`src/rtl/spi_cfg_map.svh`:
```
// timing counts and frame field positions for the serial control master
`ifndef SPI_CFG_MAP_SVH
`define SPI_CFG_MAP_SVH
`define FRAME_BITS 24
`define DIR_BIT 23
`define MB_HI_BIT 22
`define MB_LO_BIT 21
`define ADDR_MSB 20
`define ADDR_LSB 8
`define DATA_MSB 7
`define DATA_LSB 0
`define ADDR_BITS 13
`define DATA_BITS 8
`define HALF_PERIOD_NS 24
`define CLK_PERIOD_NS 4
`define HALF_CYCLES (`HALF_PERIOD_NS / `CLK_PERIOD_NS)
`define GAP_CYCLES 6
`endif

```
`src/rtl/spi_cfg_pkg.sv`:
```
// types shared by the serial control master
package spi_cfg_pkg;
  typedef struct packed {
    logic rd;
    logic [12:0] addr;
    logic [7:0] wdata;
  } cfg_req_t;
  typedef struct packed {
    logic port_select_enable;
    logic sclk;
    logic sd_out;
    logic sd_oe;
  } pin_out_t;
endpackage : spi_cfg_pkg

```
`src/rtl/spi_cfg_master.sv`:
```
// serial control port master: one 24-bit frame per request
// Function
// - one 24-bit frame on three lines
// - dir, multibyte, 13-bit address, data byte
// - dir one reads register back
// - dir zero writes final byte
// - host drives multibyte bits zero
// - host shifts address msb first on falls
// - host releases line, samples read byte
// - host shifts write byte msb first
// - enable drop ends read, line released
// - enable drop after last edge ends write
`timescale 1ns/1ns
`include "spi_cfg_map.svh"
module spi_cfg_master #(
  parameter int HALF_CYCLES = `HALF_CYCLES,
  parameter int GAP_CYCLES = `GAP_CYCLES
) (
  input wire logic mclk,
  input wire logic rst,
  input wire spi_cfg_pkg::cfg_req_t req,
  input wire logic req_valid,
  output logic req_ready,
  output logic [7:0] rdata,
  output logic done,
  output spi_cfg_pkg::pin_out_t pins,
  input wire logic sd_in
);
  import spi_cfg_pkg::*;

  typedef enum logic [2:0] {IDLE, LEAD, LOW, HIGH, TAIL, GAP} state_t;

  state_t state_ff;
  logic [23:0] shift_ff;
  logic [4:0] bit_ff;
  logic rd_ff;
  logic [7:0] rx_ff;
  logic [7:0] gap_ff;
  logic sd_s1_ff;
  logic sd_s2_ff;
  logic tick;
  logic run;
  // helpers decoded from the state, read by the sequencer, the frame word load and the output registers
  // take: request accepted this edge; frame_end: end of the tail half period after the last fall
  logic take;
  logic frame_end;
  // rel_now: host lets go of the line for the returned read byte
  logic rel_now;
  // next pin levels, registered in the pin block
  logic nxt_en;
  logic nxt_sclk;
  logic nxt_sd_oe;

  // parameter ranges the sequencer can serve; below three mclk per half
  // period the two sync stages cannot settle before the read sample
  if (HALF_CYCLES < 3 || HALF_CYCLES > 65535) begin : g_bad_half
    $error("spi_cfg_master: HALF_CYCLES out of range");
  end
  if (GAP_CYCLES < 1 || GAP_CYCLES > 255) begin : g_bad_gap
    $error("spi_cfg_master: GAP_CYCLES out of range");
  end

  // divider runs only while a frame is open
  assign run = (state_ff != IDLE) && (state_ff != GAP);

  // only idle takes a request, so a valid held through the gap just waits
  assign take = (state_ff == IDLE) && req_valid;

  // the tick that ends the tail half period after the last fall closes the frame
  assign frame_end = (state_ff == TAIL) && tick;

  // read byte phase opens at the fall after the last address rise;
  // letting go at that same fall avoids both ends driving together
  assign rel_now = rd_ff &&
                   ((bit_ff >= 5'(`FRAME_BITS - `DATA_BITS)) ||
                    (state_ff == HIGH && tick &&
                     bit_ff == 5'(`FRAME_BITS - `DATA_BITS - 1)));

  // next pin levels; sclk is decoded one mclk ahead of the state change
  // so that the first high phase is as wide as all the others
  assign nxt_en = run && !frame_end;
  assign nxt_sclk = ((state_ff == LEAD || state_ff == LOW) && tick) ||
                    (state_ff == HIGH && !tick);
  // line released for the returned byte and at frame end
  assign nxt_sd_oe = run && !rel_now && !frame_end;

  tick_gen #(.HALF(HALF_CYCLES)) u_tick (
    .mclk(mclk),
    .rst(rst),
    .run(run),
    .tick(tick)
  );

  // two-stage sync of the returned data line
  always_ff @(posedge mclk or posedge rst) begin
    if (rst) begin
      sd_s1_ff <= 1'b0;
      sd_s2_ff <= 1'b0;
    end else begin
      sd_s1_ff <= sd_in;
      sd_s2_ff <= sd_s1_ff;
    end
  end

  // frame sequencer; each tick is one half period of the serial clock
  always_ff @(posedge mclk or posedge rst) begin
    if (rst) begin
      state_ff <= IDLE;
      bit_ff <= 5'h00;
      gap_ff <= 8'h00;
    end else begin
      case (state_ff)
        IDLE: begin
          if (take) begin
            state_ff <= LEAD;
            bit_ff <= 5'h00;
          end
        end
        LEAD: if (tick) state_ff <= HIGH;
        HIGH: begin
          if (tick) begin
            if (bit_ff == 5'(`FRAME_BITS - 1)) begin
              state_ff <= TAIL;
            end else begin
              state_ff <= LOW;
              bit_ff <= bit_ff + 5'h01;
            end
          end
        end
        LOW: if (tick) state_ff <= HIGH;
        TAIL: begin
          if (tick) begin
            state_ff <= GAP;
            gap_ff <= 8'h00;
          end
        end
        GAP: begin
          // idle time with enable low before the next frame
          if (gap_ff == 8'(GAP_CYCLES - 1)) begin
            state_ff <= IDLE;
          end else begin
            gap_ff <= gap_ff + 8'h01;
          end
        end
        default: state_ff <= IDLE;
      endcase
    end
  end

  // frame word load and shifting on falling serial clock edges
  always_ff @(posedge mclk or posedge rst) begin
    if (rst) begin
      shift_ff <= 24'h000000;
      rd_ff <= 1'b0;
    end else if (take) begin
      // multibyte field forced to zero
      shift_ff <= {req.rd, 2'b00, req.addr, req.wdata};
      rd_ff <= req.rd;
    end else if (state_ff == HIGH && tick) begin
      shift_ff <= {shift_ff[22:0], 1'b0};
    end
  end

  // read byte captured at rising edges of the data phase
  always_ff @(posedge mclk or posedge rst) begin
    if (rst) begin
      rx_ff <= 8'h00;
    end else if (state_ff == LOW && tick && rd_ff &&
                 bit_ff > 5'(`FRAME_BITS - 1 - `DATA_BITS)) begin
      // sampled late in the low phase so the sync delay is covered
      rx_ff <= {rx_ff[6:0], sd_s2_ff};
    end
  end

  // completion pulse, one mclk wide, in the cycle the enable drops
  always_ff @(posedge mclk or posedge rst) begin
    if (rst) begin
      done <= 1'b0;
    end else begin
      done <= frame_end;
    end
  end

  // read result; all eight bits are in rx once the last rise has passed,
  // so no further sample is taken at frame end
  always_ff @(posedge mclk or posedge rst) begin
    if (rst) begin
      rdata <= 8'h00;
    end else if (frame_end && rd_ff) begin
      rdata <= rx_ff;
    end
  end

  // advisory ready; low while valid is up so one request is not seen twice
  always_ff @(posedge mclk or posedge rst) begin
    if (rst) begin
      req_ready <= 1'b0;
    end else begin
      req_ready <= (state_ff == IDLE) && !req_valid;
    end
  end

  // pin drivers, all registered so the pads never see decode glitches;
  // the data bit changes one mclk after each fall, well clear of the rise
  always_ff @(posedge mclk or posedge rst) begin
    if (rst) begin
      pins <= '0;
    end else begin
      pins.port_select_enable <= nxt_en;
      pins.sclk <= nxt_sclk;
      pins.sd_out <= shift_ff[`FRAME_BITS - 1];
      pins.sd_oe <= nxt_sd_oe;
    end
  end
endmodule : spi_cfg_master

```
`src/rtl/tick_gen.sv`:
```
// half-period tick divider for the serial clock
`timescale 1ns/1ns
module tick_gen #(
  parameter int HALF = 6
) (
  input wire logic mclk,
  input wire logic rst,
  input wire logic run,
  output logic tick
);
  logic [15:0] cnt_ff;

  initial begin
    if (HALF < 1 || HALF > 65535) begin
      $error("tick_gen: bad HALF");
    end
  end

  // counter restarts whenever the frame is idle
  always_ff @(posedge mclk or posedge rst) begin
    if (rst) begin
      cnt_ff <= 16'h0000;
      tick <= 1'b0;
    end else if (!run) begin
      cnt_ff <= 16'h0000;
      tick <= 1'b0;
    end else if (cnt_ff == 16'(HALF - 1)) begin
      cnt_ff <= 16'h0000;
      tick <= 1'b1;
    end else begin
      cnt_ff <= cnt_ff + 16'h0001;
      tick <= 1'b0;
    end
  end
endmodule : tick_gen

```
`config.mk`:
```
export PLATFORM = sky130hd
export DESIGN_NAME = spi_cfg_master
export DESIGN_NICKNAME = d
export VERILOG_FILES = /design/src/rtl/spi_cfg_pkg.sv /design/src/rtl/spi_cfg_master.sv /design/src/rtl/tick_gen.sv
export VERILOG_INCLUDE_DIRS = /design/src /design/src/rtl
export SDC_FILE = /design/constraint.sdc
export NUM_CORES = 1
export LEC_CHECK = 0
export BUFFER_PORTS_ARGS = -buffer_cell sky130_fd_sc_hd__clkbuf_2
export CELL_PAD_IN_SITES_DETAIL_PLACEMENT = 1
export CELL_PAD_IN_SITES_GLOBAL_PLACEMENT = 1
export CORE_UTILIZATION = 46
export DETAILED_ROUTE_END_ITERATION = 10
export GPL_TIMING_DRIVEN = 1
export PLACE_DENSITY_LB_ADDON = 0.1
export SYNTH_ARGS = -nofsm -noshare
export SYNTH_HDL_FRONTEND = slang
export SYNTH_SLANG_ARGS = --single-unit
```
`constraint.sdc`:
```
create_clock -name mclk -period 2.9 [get_ports mclk]
set_input_delay 0.58 -clock mclk [delete_from_list [all_inputs] [get_ports mclk]]
set_output_delay 0.58 -clock mclk [all_outputs]
set_load 0.02 [all_outputs]
```
==> impl_metrics.csv <==
group,metric,value,unit
status,status,"finished, final reports clean",
yosys,netlist_instances,347,
sta,fmax,457.7,MHz
sta,slew_viol_final,0,
route,drtAntennaViolNets,0,
route,wirelength,7528,µm
route,drc,0,
sta,grt_setup_unrepaired,"no",
sta,slew_headroom,62.81,%
yosys,yosysMostFrequentCell,"dfrtp_1",
route,via_per_inst,5.362,
setup_path,slowest_delay,0.62,ns
setup_path,critPathSlowestCell,"or4_4",
route,drtPass1Iterations,4,
yosys,synth_mux_area_share,11.34,%
yosys,synth_area_leaders,"dfrtp_1, mux2i_1, o21ai_0, nand2_1, xnor2_1",
yosys,ys_seq_area_share,54.07,%
floorplanning,core_area,7848,µm²
cts,clk_latency,0.35,ns
yosys,synth_area_leader_cell,"dfrtp_1",
yosys,yosysTopAreaCellShare,54.07,%
yosys,synth_top_family_by_area,"simple AND/OR/NAND/NOR gates",
setup_path,crit_chain,"ha_1 -> and3_2 -> ha_1 -> or4_4 -> mux2_4",
yosys,ys_ff_latch,82,
finish,area_growth,12.66,%
setup_path,critical_path_arrival,2.42,ns
cts,cts-root-buf,"clkbuf_8",
yosys,synth_xor_area_share,4.385,%
cts,cts_buffers,9,
power_and_ir_drop,ir_drop,0.0002607,V
sta,setup_viol,0,
sta,skew,0.01338,ns
yosys,synth_compound_gate_area_share,9.133,%
yosys,synthSimpleGateAreaFrac,15.20,%
grt,antenna_found_initial,0,
yosys,syn-num-nets,380,
yosys,synth_adder_area_share,2.308,%
setup_path,path_class,"reg2reg",
finish,nFillCells,884,
setup_path,crit_top_cell,"ha_1",
placement,gp_congestion,0.7586,
placement,dpl.hpwl,5159,µm
cts,ctsResizeCount,0,
finish,nNetsFinal,418,
setup_path,worstPathMaxFanout,8,
setup_path,setup.worst_path.end_class,"flip-flop",
yosys,syn_avg_cell_area,10.94,µm²
yosys,synthTopCellsByCount,"dfrtp_1, nand2_1, o21ai_0, nor2_1, mux2i_1",
floorplanning,io_pins,40,
yosys,synth_edf_count,0,
sta,hold_viol_final,0,
finish,multi_input_area,1614,µm²
sta,tightest_slew,0.5578,ns
setup_path,cp-start-kind,"flip-flop",
cts,cts_setup_buffers,0,
setup_path,required,3.14,ns
floorplanning,dieArea,8617,µm²
finish,diodes,0,
floorplanning,start_util,48.36,%
cts,cts_tree,"done",
route,drt_iter0_markers,140,
run,drv_cap,0,
floorplanning,rows,32,
hold_path,hold_class,"in2async",
yosys,synth.cell_area,3795,µm²
finish,layout-drive-gt1-share,23.59,%
power_and_ir_drop,power_density,472.8,nW/µm²
yosys,synth_ff_type,"dfrtp_1",
power_and_ir_drop,p_leak,0.002097,µW
floorplanning,fp.dieW,92.83,µm
grt,grt_use_total,19.69,%
sta,tns,0,ns
grt,overflow,0,
sta,whs,0.2313,ns
yosys,async_reset_ff_share,100.0,%
sta,period_needed,2.185,ns
floorplanning,dieHeight,92.83,µm
grt,grt_first_pass_wirelength,13300,µm
route,vias,2638,
sta,setup_ws,0.7151,ns
cts,cts_buffer_depth,2,
grt,grt_pass1_vias,2797,
yosys,yosysUniqueCellTypes,51,
grt,grt_max_degree,55,
sta,fin_crit_sh,75.34,%
yosys,ys_warn_count,0,
cts,htreeDepth,3,
placement,io_buffers,39,
finish,regArea,2052,µm²
route,routedWlPerCell,15.30,µm
cts,clock-sinks,82,
cts,ctsHoldBuffers,0,
power_and_ir_drop,p_total,2022,µW
placement,pre_cts_ws,0.7052,ns
cts,clk_pin_slew_worst_paths,0.10,ns
-- placed cells by master (no fill, tap or decap), drive strengths merged, types with 2 or more instances in the layout --
cell type	n
nor2	26
xor2	4
clkbuf	48
nand4bb	2
clkinvlp	2
ha	7
nand4b	2
dfrtp	82
or4	2
nand4	5
o31ai	2
a31oi	4
buf	6
and3	4
a21oi	10
nand2	39
nor4b	3
or2	3
o21ai	31
a22o	2
nor4	6
inv	14
mux2	16
clkinv	3
xnor2	15
nor3	6
mux2i	22
o21a	2
nand3	10
-- area by class of cell --
| cell class | count | share of cell area, % |
|---|---|---|
| repair buffers | 45 | 5.912 |
| inverters | 12 | 1.083 |
| clock buffers | 9 | 2.897 |
| well taps | 102 | 2.985 |
| flip-flops and latches | 82 | 48.00 |
| multi-input cells | 235 | 37.75 |
| clock inverters | 7 | 1.375 |
-- flip-flops by register name, indices dropped and copies added, names as in the netlist --
name / count
bit_ff: 5
u_tick.tick: 1
sd_s1_ff: 1
sd_s2_ff: 1
done: 1
rx_ff: 8
rdata: 8
pins: 4
req_ready: 1
state_ff: 3
u_tick.cnt_ff: 16
shift_ff: 24
gap_ff: 8
rd_ff: 1
-- worst max-delay path: cells and delay by family (launching register included) --
kind                       cells  cell delay (ns)
and+or+nand+nor                2             0.85
adders and majority gates      2             0.46
DFF                            1             0.42
muxes                          1             0.34
-- where the power goes --
part	switching [µW]	internal [µW]	leakage, µW
clock	444	323	0.0000868
sequential	14.6	1170	0.00103
combinational	40.2	32.0	0.000981
total	499	1520	0.00210
-- per-stage QoR --
step	instance area, µm²	cells	utilization (%)
floorplan	3795	347	-
global placement	4093	476	52.15
detailed placement	4093	476	52.15
CTS	4275	492	54.48
global route	4275	492	54.48
finish	4275	492	54.48
-- path summary, 6_finish.rpt --
path	depth (start not counted)	startpoint	end	slack, ns
worst max register to register	5	bit_ff[0]	rx_ff[4]	0.72
worst min-delay path	2	rst	u_tick.cnt_ff[12]	0.23
max in group asynchronous	3	rst	pins[0]	2.02
worst min register to register	0	sd_s1_ff	sd_s2_ff	0.36
worst max-delay path	5	bit_ff[0]	rx_ff[4]	0.72
min in group mclk	1	sd_in	sd_s1_ff	0.33
-- metal layers --
layer	track usage [%]	part of all wire, %	vias to the layer above
li1	-	-	1285
met1	25.76	47	1312
met2	32.78	49	34
met3	3.777	2.3	7
met4	6.538	1.2	0
met5	0	0	-
-- cells by family (layout without fill, tap and decap cells) --
kind of cell / count (synthesis) / after routing
AO/OA/AOI/OAI: 59 / 59
XOR/XNOR: 19 / 19
adder cells (fa/ha/maj): 7 / 7
buffers and inverters: 30 / 73
flip-flops: 82 / 82
multiplexers: 38 / 38
AND/OR/NAND/NOR: 112 / 112
No activity file was read; power rests on OpenSTA's default activity.
